File: src/logic/wdrl_regs.vh
// Register offsets, field positions, reset values and timing counts of the
// watchdog reload lock block.
// Assumes a word-addressed Avalon-MM slave; byte address is four times index.
`ifndef WDRL_REGS_VH
`define WDRL_REGS_VH

// Offsets are register indices; byte address is index times four.
`define WDRL_IDX_UNLOCK      12'hff0
`define WDRL_IDX_UPPER       12'hff1
`define WDRL_IDX_MIDDLE      12'hff2
`define WDRL_IDX_LOW         12'hff3
`define WDRL_IDX_IRQ_STATUS  12'hff4
`define WDRL_IDX_IRQ_ENABLE  12'hff5
`define WDRL_IDX_IRQ_CLEAR   12'hff6
`define WDRL_IDX_CONTROL     12'hff7

// Unlock keys.
`define WDRL_KEY_FIRST       8'h55
`define WDRL_KEY_SECOND      8'haa

// Reset values of the reload bytes.
`define WDRL_RST_UPPER       8'h00
`define WDRL_RST_MIDDLE      8'h04
`define WDRL_RST_LOW         8'h00

// Counter landmarks.
`define WDRL_CNT_ZERO        24'h000000
`define WDRL_CNT_NO_REFRESH  24'h000002
`define WDRL_CNT_MAX         24'hffffff

// Reset cause status bits.
`define WDRL_CAUSE_TIMEOUT   0
`define WDRL_CAUSE_STOP      1

// Interrupt status bits.
`define WDRL_IRQ_TIMEOUT     0
`define WDRL_IRQ_REFUSED     1
`define WDRL_IRQ_WIDTH       2

// Control register fields.
`define WDRL_CTL_ENABLE      0
`define WDRL_CTL_INT_MODE    1

// Synchroniser depth for oscillator tick and stop inputs.
`define WDRL_SYNC_STAGES     3

`endif

File: src/logic/wdrl_top.v
// Watchdog reload lock registers with 24-bit down-counter, Avalon-MM slave.
// Assumes one ref_clk domain; oscillator tick arrives asynchronously.
`timescale 1ns/1ps
`default_nettype none
`include "wdrl_regs.vh"

module wdrl_top #(
	parameter ADDR_W = 14
) (
	// Clock and reset.
	input  wire              ref_clk,
	input  wire              nrst,
	// Avalon-MM slave.
	input  wire [ADDR_W-1:0] avs_address,
	input  wire              avs_read,
	input  wire              avs_write,
	input  wire [31:0]       avs_writedata,
	input  wire [3:0]        avs_byteenable,
	output reg  [31:0]       avs_readdata,
	output reg               avs_waitrequest,
	// Watchdog events.
	input  wire              osc_tick,
	input  wire              stop_mode,
	input  wire              refresh_instruction,
	output reg               timeout_pulse,
	output reg               timeout_reset,
	output reg               irq
);

	////////////////////////////////////////////////////////////////////////
	// Lock states.
	localparam [4:0] LK_IDLE  = 5'b00001;
	localparam [4:0] LK_KEY1  = 5'b00010;
	localparam [4:0] LK_UPPER = 5'b00100;
	localparam [4:0] LK_MID   = 5'b01000;
	localparam [4:0] LK_LOW   = 5'b10000;

	reg  [4:0]  lock_reg;
	reg  [4:0]  lock_next;
	reg  [7:0]  upper_reg;
	reg  [7:0]  middle_reg;
	reg  [7:0]  low_reg;
	reg  [23:0] count_reg;
	reg  [23:0] count_next;
	reg         enable_reg;
	reg         int_mode_reg;
	reg  [1:0]  cause_reg;
	reg  [`WDRL_IRQ_WIDTH-1:0] irq_stat_reg;
	reg  [`WDRL_IRQ_WIDTH-1:0] irq_en_reg;
	reg         tick_prev_reg;
	reg         ack_reg;
	reg  [31:0] rdata_next;

	wire        tick_lvl;
	wire        stop_lvl;
	wire        tick_rise;
	wire [11:0] idx;
	wire        wr;
	wire        rd;
	wire        bus_req;
	wire        ctl_wr;
	wire        en_wr;
	wire        clr_wr;
	wire        cause_rd;
	wire        key1_hit;
	wire        key2_hit;
	wire        reload_hit;
	wire        irq_any;
	wire [7:0]  wbyte;
	wire [23:0] reload_val;
	wire        refresh_ok;
	wire        hit_zero;
	wire        wr_upper;
	wire        wr_mid;
	wire        wr_low;
	wire        refused;
	wire [`WDRL_IRQ_WIDTH-1:0] irq_event;

	////////////////////////////////////////////////////////////////////////
	// Synchronisers for the oscillator tick and stop indication.
	wdrl_sync u_sync_tick (
		.ref_clk   (ref_clk),
		.nrst      (nrst),
		.async_in  (osc_tick),
		.level_out (tick_lvl)
	);

	wdrl_sync u_sync_stop (
		.ref_clk   (ref_clk),
		.nrst      (nrst),
		.async_in  (stop_mode),
		.level_out (stop_lvl)
	);

	////////////////////////////////////////////////////////////////////////
	// Bus decode; a request is taken once, then waitrequest drops for a cycle.
	assign idx     = avs_address[11:0];
	assign bus_req = avs_read || avs_write;
	// A write commits at the edge where the master sees waitrequest low.
	assign wr      = avs_write && ack_reg;
	// A read is taken one edge earlier, so its data stand at that edge.
	assign rd      = avs_read && !ack_reg;
	assign wbyte   = avs_byteenable[0] ? avs_writedata[7:0] : 8'h00;

	assign ctl_wr   = wr && (idx == `WDRL_IDX_CONTROL) &&
		avs_byteenable[0];
	assign en_wr    = wr && (idx == `WDRL_IDX_IRQ_ENABLE) &&
		avs_byteenable[0];
	assign clr_wr   = wr && (idx == `WDRL_IDX_IRQ_CLEAR) &&
		avs_byteenable[0];
	assign cause_rd = rd && (idx == `WDRL_IDX_UNLOCK);
	assign key1_hit = (idx == `WDRL_IDX_UNLOCK) &&
		(wbyte == `WDRL_KEY_FIRST);
	assign key2_hit = (idx == `WDRL_IDX_UNLOCK) &&
		(wbyte == `WDRL_KEY_SECOND);
	assign reload_hit = (idx == `WDRL_IDX_UPPER) ||
		(idx == `WDRL_IDX_MIDDLE) || (idx == `WDRL_IDX_LOW);

	assign wr_upper = wr && (idx == `WDRL_IDX_UPPER) && lock_reg == LK_UPPER;
	assign wr_mid   = wr && (idx == `WDRL_IDX_MIDDLE) && lock_reg == LK_MID;
	assign wr_low   = wr && (idx == `WDRL_IDX_LOW) && lock_reg == LK_LOW;
	assign refused  = wr && reload_hit &&
		!wr_upper && !wr_mid && !wr_low;

	////////////////////////////////////////////////////////////////////////
	// Handshake; waitrequest drops for exactly one cycle per request.
	always @(posedge ref_clk or negedge nrst) begin
		if (!nrst) begin
			ack_reg         <= 1'b0;
			avs_waitrequest <= 1'b1;
		end else begin
			ack_reg         <= bus_req && !ack_reg;
			avs_waitrequest <= !(bus_req && !ack_reg);
		end
	end

	always @(posedge ref_clk or negedge nrst) begin
		if (!nrst)
			avs_readdata <= 32'h0;
		else if (rd)
			avs_readdata <= rdata_next;
	end

	////////////////////////////////////////////////////////////////////////
	// Lock state machine.
	always @* begin
		lock_next = lock_reg;
		if (wr) begin
			case (lock_reg)
			LK_IDLE: begin
				if (key1_hit)
					lock_next = LK_KEY1;
			end
			LK_KEY1: begin
				if (key2_hit)
					lock_next = LK_UPPER;
				else
					lock_next = LK_IDLE;
			end
			LK_UPPER: lock_next = wr_upper ? LK_MID : LK_IDLE;
			LK_MID:   lock_next = wr_mid ? LK_LOW : LK_IDLE;
			LK_LOW:   lock_next = LK_IDLE;
			default:  lock_next = LK_IDLE;
			endcase
		end
	end

	always @(posedge ref_clk or negedge nrst) begin
		if (!nrst) begin
			lock_reg   <= LK_IDLE;
			upper_reg  <= `WDRL_RST_UPPER;
			middle_reg <= `WDRL_RST_MIDDLE;
			low_reg    <= `WDRL_RST_LOW;
		end else begin
			lock_reg <= lock_next;
			if (wr_upper)
				upper_reg <= wbyte;
			if (wr_mid)
				middle_reg <= wbyte;
			if (wr_low)
				low_reg <= wbyte;
		end
	end

	////////////////////////////////////////////////////////////////////////
	// Down-counter.
	assign reload_val = {upper_reg, middle_reg, low_reg};
	assign tick_rise  = tick_lvl && !tick_prev_reg;
	assign refresh_ok = refresh_instruction &&
		(!enable_reg || count_reg > `WDRL_CNT_NO_REFRESH);
	assign hit_zero   = enable_reg && !refresh_ok && tick_rise &&
		count_reg == (`WDRL_CNT_ZERO + 24'h000001);

	always @* begin
		count_next = count_reg;
		if (refresh_ok)
			count_next = reload_val;
		else if (enable_reg && tick_rise) begin
			if (count_reg == `WDRL_CNT_ZERO)
				count_next = `WDRL_CNT_MAX;
			else
				count_next = count_reg - 24'h000001;
		end
	end

	always @(posedge ref_clk or negedge nrst) begin
		if (!nrst) begin
			count_reg     <= {`WDRL_RST_UPPER, `WDRL_RST_MIDDLE,
				`WDRL_RST_LOW};
			tick_prev_reg <= 1'b0;
			timeout_pulse <= 1'b0;
			timeout_reset <= 1'b0;
		end else begin
			tick_prev_reg <= tick_lvl;
			count_reg     <= count_next;
			timeout_pulse <= hit_zero;
			timeout_reset <= hit_zero && !int_mode_reg;
		end
	end

	////////////////////////////////////////////////////////////////////////
	// Reset cause; a time-out in the cycle of a read of it wins.
	always @(posedge ref_clk or negedge nrst) begin
		if (!nrst) begin
			cause_reg <= 2'h0;
		end else if (hit_zero) begin
			cause_reg[`WDRL_CAUSE_TIMEOUT] <= 1'b1;
			cause_reg[`WDRL_CAUSE_STOP]    <= stop_lvl;
		end else if (cause_rd) begin
			cause_reg <= 2'h0;
		end
	end

	////////////////////////////////////////////////////////////////////////
	// Control register; a refresh instruction also enables the counter.
	always @(posedge ref_clk or negedge nrst) begin
		if (!nrst) begin
			enable_reg   <= 1'b0;
			int_mode_reg <= 1'b1;
		end else begin
			if (refresh_instruction)
				enable_reg <= 1'b1;
			else if (ctl_wr)
				enable_reg <= avs_writedata[`WDRL_CTL_ENABLE];
			if (ctl_wr)
				int_mode_reg <= avs_writedata[`WDRL_CTL_INT_MODE];
		end
	end

	////////////////////////////////////////////////////////////////////////
	// Interrupt status, enable and clear; a set wins over a clear.
	assign irq_event[`WDRL_IRQ_TIMEOUT] = hit_zero;
	assign irq_event[`WDRL_IRQ_REFUSED] = refused;
	assign irq_any = |(irq_stat_reg & irq_en_reg);

	genvar gi;
	generate
		for (gi = 0; gi < `WDRL_IRQ_WIDTH; gi = gi + 1) begin : g_irq
			always @(posedge ref_clk or negedge nrst) begin
				if (!nrst)
					irq_stat_reg[gi] <= 1'b0;
				else if (irq_event[gi])
					irq_stat_reg[gi] <= 1'b1;
				else if (clr_wr && avs_writedata[gi])
					irq_stat_reg[gi] <= 1'b0;
			end
		end
	endgenerate

	always @(posedge ref_clk or negedge nrst) begin
		if (!nrst) begin
			irq_en_reg <= {`WDRL_IRQ_WIDTH{1'b0}};
			irq        <= 1'b0;
		end else begin
			if (en_wr)
				irq_en_reg <= avs_writedata[`WDRL_IRQ_WIDTH-1:0];
			irq <= irq_any;
		end
	end

	////////////////////////////////////////////////////////////////////////
	// Read mux.
	always @* begin
		rdata_next = 32'h0;
		case (idx)
		`WDRL_IDX_UNLOCK:     rdata_next = {30'h0, cause_reg};
		`WDRL_IDX_UPPER:      rdata_next = {24'h0, count_reg[23:16]};
		`WDRL_IDX_MIDDLE:     rdata_next = {24'h0, count_reg[15:8]};
		`WDRL_IDX_LOW:        rdata_next = {24'h0, count_reg[7:0]};
		`WDRL_IDX_IRQ_STATUS: rdata_next = {30'h0, irq_stat_reg};
		`WDRL_IDX_IRQ_ENABLE: rdata_next = {30'h0, irq_en_reg};
		`WDRL_IDX_CONTROL:    rdata_next = {30'h0, int_mode_reg, enable_reg};
		default:              rdata_next = 32'h0;
		endcase
	end

endmodule // wdrl_top
`default_nettype wire

File: src/logic/wdrl_sync.v
// Three-stage synchroniser with agreement filter for one asynchronous level.
// Assumes input from another clock domain; output is registered in ref_clk.
`timescale 1ns/1ps
`default_nettype none

module wdrl_sync (
	// Clock and reset.
	input  wire ref_clk,
	input  wire nrst,
	// Level in and out.
	input  wire async_in,
	output reg  level_out
);

	reg  [2:0] stage_reg;

	// The first stage feeds only the second; agreement of two and three counts.
	always @(posedge ref_clk or negedge nrst) begin
		if (!nrst) begin
			stage_reg <= 3'h0;
			level_out <= 1'b0;
		end else begin
			stage_reg <= {stage_reg[1:0], async_in};
			if (stage_reg[1] == stage_reg[2])
				level_out <= stage_reg[2];
		end
	end

endmodule // wdrl_sync
`default_nettype wire

File: config.mk
export PLATFORM = sky130hd
export DESIGN_NAME = wdrl_top
export DESIGN_NICKNAME = d
export VERILOG_FILES = /design/src/logic/wdrl_top.v /design/src/logic/wdrl_sync.v
export VERILOG_INCLUDE_DIRS = /design/src /design/src/logic
export SDC_FILE = /design/constraint.sdc
export NUM_CORES = 1
export LEC_CHECK = 0
export ABC_AREA = 0
export BUFFER_PORTS_ARGS = -buffer_cell sky130_fd_sc_hd__buf_2
export CAP_MARGIN = 20
export CORE_ASPECT_RATIO = 1.4
export CORE_MARGIN = 1.5
export CORE_UTILIZATION = 30
export CTS_BUF_LIST = sky130_fd_sc_hd__clkbuf_4
export CTS_CLUSTER_SIZE = 28
export DETAILED_ROUTE_END_ITERATION = 10
export GPL_ROUTABILITY_DRIVEN = 1
export SLEW_MARGIN = 5
export SYNTH_ARGS = -nofsm -noshare
export SYNTH_HDL_FRONTEND = slang
export SYNTH_SLANG_ARGS = --single-unit
File: constraint.sdc
create_clock -name ref_clk -period 6.1 [get_ports ref_clk]
set_input_delay 1.525 -clock ref_clk [delete_from_list [all_inputs] [get_ports ref_clk]]
set_output_delay 1.525 -clock ref_clk [all_outputs]
set_load 0.02 [all_outputs]
# Word-level counts from Yosys, hierarchy flattened
# Index checks and enable logic that the tools add are counted.
[totals] ff_bits=107 in_bits=57 out_inout_bits=36 elab_cells=114
[classes] add_sub_neg=1 order_cmp=1 n_eq_ne=19 muxes=18 bitwise_logic=1 reduce_logical=52
[ops] op="12-bit equality test (second input constant)" n=8
[ops] op="24-bit two-way mux" n=3
[ops] op="8-bit one-hot mux with 7 select lines" n=1
[ops] op="1-bit logical AND" n=31
[ops] op="24-bit by 1-bit equality test with 1-bit output (second input constant)" n=1
[ops] op="24-bit by 2-bit greater-than comparator with 1-bit output (second input constant)" n=1
[ops] op="24-bit logical NOT" n=1
[ops] op="24-bit by 1-bit subtractor with 24-bit output (second input constant)" n=1
[ops] op="5-bit one-hot mux with 4 select lines" n=1
[ops] op="5-bit two-way mux" n=2
[ops] op="2-bit nonzero test" n=5
[ops] op="1-bit logical NOT" n=9
[ops] op="8-bit by 7-bit equality test with 1-bit output (second input constant)" n=1
[ops] op="8-bit equality test (second input constant)" n=1
[ops] op="8-bit two-way mux" n=1
[ops] op="1-bit two-way mux" n=6
[ops] op="5-bit by 1-bit equality test with 1-bit output (second input constant)" n=1
[ops] op="5-bit by 2-bit equality test with 1-bit output (second input constant)" n=1
[ops] op="5-bit by 3-bit equality test with 1-bit output (second input constant)" n=1
[ops] op="5-bit by 4-bit equality test with 1-bit output (second input constant)" n=1
[ops] op="5-bit equality test (second input constant)" n=1
[ops] op="1-bit logical OR" n=4
[ops] op="2-bit two-way mux" n=2
[ops] op="4-bit two-way mux" n=1
[ops] op="6 further kinds" n=7

# Logic depth before layout (Yosys ltp)
[depth] ltp_word=8 mapped_depth=8 ltp_nobuf=7

# Modules after synthesis
# Synthesis repeated with hierarchy kept, for this count alone.
[unflattened] cells_unflattened=471 hier_area_um2=4374.2
[by_module_without_submodules] module="wdrl_top" n_inst=1 cells_per_inst=461 area_each_um2=4151.5 seq_area_each_um2=1883.1
[by_module_without_submodules] module="wdrl_sync" n_inst=2 cells_per_inst=5 area_each_um2=111.4 seq_area_each_um2=100.1

# Worst setup path before layout
# Ideal clock, no wire load.
[synth_path] path_type="input-to-reg" start="input avs_address[1]" end="register lock_reg[2]" setup_ps=128 arrival_time_ps=3183 required_ps=5972 path_slack_ps=2789 path_stages=6 path_buffers=1 cell_sequence="buf_2 > or3_1 > or4_1 > nor4_1 > o21ai_1 > mux2_1"
[synth_between] elab_chain_len=4 elab_cells_between_ends=7 cone_classes="eq/ne (2); mux (2); reduce/logical (3)"
[synth_rtl] item="start, declared" line="wdrl_top.v:14" source="input wire [ADDR_W-1:0] avs_address,"
[synth_rtl] item="12-bit equality test (*)"
[synth_rtl] item="1-bit logical AND, on equally long branches" line="wdrl_top.v:114, wdrl_top.v:112"
[synth_rtl] item="3-bit two-way mux / 2-bit inequality test (equally long branches)"
[synth_rtl] item="5-bit one-hot mux with 4 select lines / 2-bit AND reduction (equally long branches)"
[synth_rtl] item="end signal, assigned" line="wdrl_top.v:175" source="lock_reg <= lock_next;"
[synth_rtl] item="end, declared" line="wdrl_top.v:38" source="reg [4:0] lock_reg;"
# Mark *: on every way between the ends. The rest lies on a longest branch, timed or not.
# A chain may end at the register's enable or synchronous reset.

# Final worst setup path
[layout_path] start="input avs_address[9]" end="register low_reg[6]"
[layout_between] elab_chain_len=3
[layout_rtl] item="12-bit equality test"
[layout_rtl] item="1-bit logical AND (2 in a row)" line="wdrl_top.v:121" source="assign wr_low = wr && (idx == `WDRL_IDX_LOW) && lock_reg == LK_LOW;"
[layout_rtl] item="end signal, assigned" line="wdrl_top.v:173" source="low_reg <= `WDRL_RST_LOW;"
[layout_rtl] item="end signal, assigned" line="wdrl_top.v:181" source="low_reg <= wbyte;"
[layout_rtl] item="end, declared" line="wdrl_top.v:42" source="reg [7:0] low_reg;"
# No other way between the ends.

==> flow_summary.toml <==
[outcome]
status = "finished, final reports clean"

[timing]
relSlewSlack_pct = 32.75
min_period_ns = 3.294
fmax_mhz = 303.5
fin_setup_tns_ns = 0
fin_ws_ns = 2.806
skew_ns = 0.02445
worst_pin_slew_ns = 1.001
finalHoldViolCount = 0
holdWs_ns = 0.3675
slew_viol_final = 0
setup_viol = 0
min_period_over_period_pct = 54.01
rsz0062_at_grt = "no"

[clock_network]
ctsHoldBuffers = 0
post_cts_buffers = 0
cts_sinks = 83
ctsLongestPathBuffers = 2
ctsResizeCount = 0
numCtsBuffers = 9
cts_root_buf = "clkbuf_4"
htreeDepth = 3
clk_latency_ns = 0.45
clk_pin_slew_ns = 0.14
cts_tree = "yes"

[pwr]
p_leak_nw = 2.117
fin_total_pwr_mw = 1.966
ir_worst_vdd_mv = 0.1874
p_sw_mw = 0.9022
power.density_nw_per_um2 = 411.1
clkPwrFrac_pct = 15.1
power_switching_share_pct = 45.88
power.internal_mw = 1.064
comb_power_share_pct = 44.3
power_frac_seq_pct = 40.6

[critical_path]
crit_path_end_kind = "register"
startpoint_type = "input port"
cpMaxStageDelayCell = "nor3_1"
r2r_end = "count_reg[17]"
cpPeakStageDelay_ns = 0.84
cp_max_fo = 16
worstSetupPathDepth = 6
required_ns = 6.42
r2r_cells = 6
r2r-start = "count_reg[12]"
criticalPathCategory = "in -> reg"
worstPathCellList = "buf_2 -> nand4_1 -> nor3_1 -> nand3_1 -> nand2_1 -> o21ai_0"
rrSetupSlack_ns = 3.52
crit_family = "simple AND/OR/NAND/NOR gates"
cp_num_buf_inv = 1
cp_data_arrival_time_ns = 3.62

[detailed_routing]
wl_um = 11250
ant_nets = 0
wl_per_cell_um = 16.48
vias = 3586
viasPerCell = 5.250
dr.pass1.iters = 5
initialDrtViolationCount = 222
drc = 0

[placement]
port_buffers = 39
gp_congestion = 0.8896
place_ws_ns = 2.324
dp_hpwl_um = 8228
placed_area_um2 = 4631
place_inst = 665

[yosys]
synthAdderAreaFrac_pct = 1.308
synth_edf_count = 0
synth.area.top_cells = "dfrtp_1 (44%), nand2_1 (6.3%), o21ai_0 (4.9%)"
yosys.area.top_type = "dfrtp_1"
avgSynthCellArea_um2 = 9.626
synth_compound_area_share_pct = 14.59
ys_warn_count = 0
ys_async_sr_fraction_pct = 100.0
synth_top_family_by_area = "simple AND/OR/NAND/NOR gates"
synth-simple-area-share_pct = 23.01
synthXorXnorAreaFrac_pct = 2.190
yosysSeqAreaShare_pct = 47.35
synth_cell_types = 67
syn_inst = 457
synth-seq-cells = 83
synthFlopType = "dfrtp_1"
syn-cell-area_um2 = 4399
synthMuxAreaShare_pct = 4.039
synth_top_area_share_pct = 44.37

[global_route]
grtUsageTotal_pct = 14.83
antenna_found_initial = 1
grt_pass1_wl_um = 17740
grt_pass1_vias = 3348
grt_overflow = 0
grt_max_degree = 84

[floorplan]
start_util_pct = 30.60
die-area_um2 = 15410
die_x_um = 105.3
die_h_um = 146.3
core_um2 = 14380
num_rows = 52
ioPinCount = 93

[cells_and_area]
drive_gt1_share_pct = 17.85
fin_nets = 548
largest_reg_flops = 24
final_util_pct = 33.27
syn2layout_area_growth_pct = 8.732
final_cells = 683
postLayoutCellArea_um2 = 4783
fill_cells = 1481

[run]
maxCapViolations = 0

[min_path]
hp-start = "u_sync_stop.stage_reg[0]"
hold_path.class = "reg -> reg"
hold_end = "u_sync_stop.stage_reg[1]"
min_path_cells = 0
logic make-up after synthesis:
family / Yosys count
AO/OA/AOI/OAI: 104
XOR/XNOR: 11
adder cells (fa/ha/maj): 5
buffers and inverters: 51
flip-flops: 83
multiplexers: 16
other: 1
AND/OR/NAND/NOR: 186
cell usage in the layout, fill, tap and decap left out, types with 12 or more instances in the layout:
cell and count:
buf_2 38, conb_1 24, dfrtp_1 78, nand2_1 74, nand3_1 12, nor2_1 19, nor3_1 12, nor4_1 12
o21ai_0 43, o21ai_1 18
power groups by stage:
stage	Combinational, mW	Sequential, mW	Clock, mW
6_report	0.872	0.798	0.296
5_1_grt	0.953	0.810	0.332
4_1_cts	0.863	0.792	0.306
3_5_place_dp	0.858	0.805	0
3_3_place_gp	0.839	0.801	0
2_1_floorplan	0.724	0.743	0
cells in the mapped netlist, types with 3 or more instances:
master,n
ha_1,3
or4_4,3
nand4_1,9
nand2b_1,4
a22oi_1,5
nor2_1,19
nor3_1,12
nand4b_1,3
or2_2,3
dfstp_2,5
nand3b_1,3
buf_2,3
nor4_1,12
inv_1,6
o21ai_1,18
a22o_1,4
nor3_2,6
a21o_1,3
or3_1,4
a31oi_1,3
xnor2_1,9
mux2_2,3
dfrtp_1,78
mux2i_1,11
o21ai_0,43
nand2_1,74
buf_4,25
and2_1,4
clkbuf_1,11
o31ai_1,9
nand3_1,12
worst max-delay path by stage:
stage | from | endpoint | slack [ns]
2_1_floorplan | avs_address[1] | lock_reg[2] | 2.79
3_3_place_gp | avs_address[3] | low_reg[2] | 2.42
3_5_place_dp | avs_address[9] | low_reg[6] | 2.32
4_1_cts | avs_address[9] | low_reg[6] | 2.83
5_1_grt | avs_address[9] | low_reg[5] | 2.56
6_report | avs_address[9] | low_reg[6] | 2.81
layer usage:
layer	track usage (%)	wire [um]
met5	0	0
met3	2.545	512
met1	17.19	4544
met4	8.630	434
met2	25.56	5762
final cells by class:
class	instances	area, um2	area share, %
antenna	1	2.502	0.05231
clock buffer	11	82.58	1.726
clock inverter	5	40.04	0.8370
inverter	6	22.52	0.4708
multi-input combinational	346	2076	43.40
sequential	83	2083	43.55
tap	189	236.5	4.944
timing repair buffer	42	240.2	5.022
(Power assumes the default switching activity.)
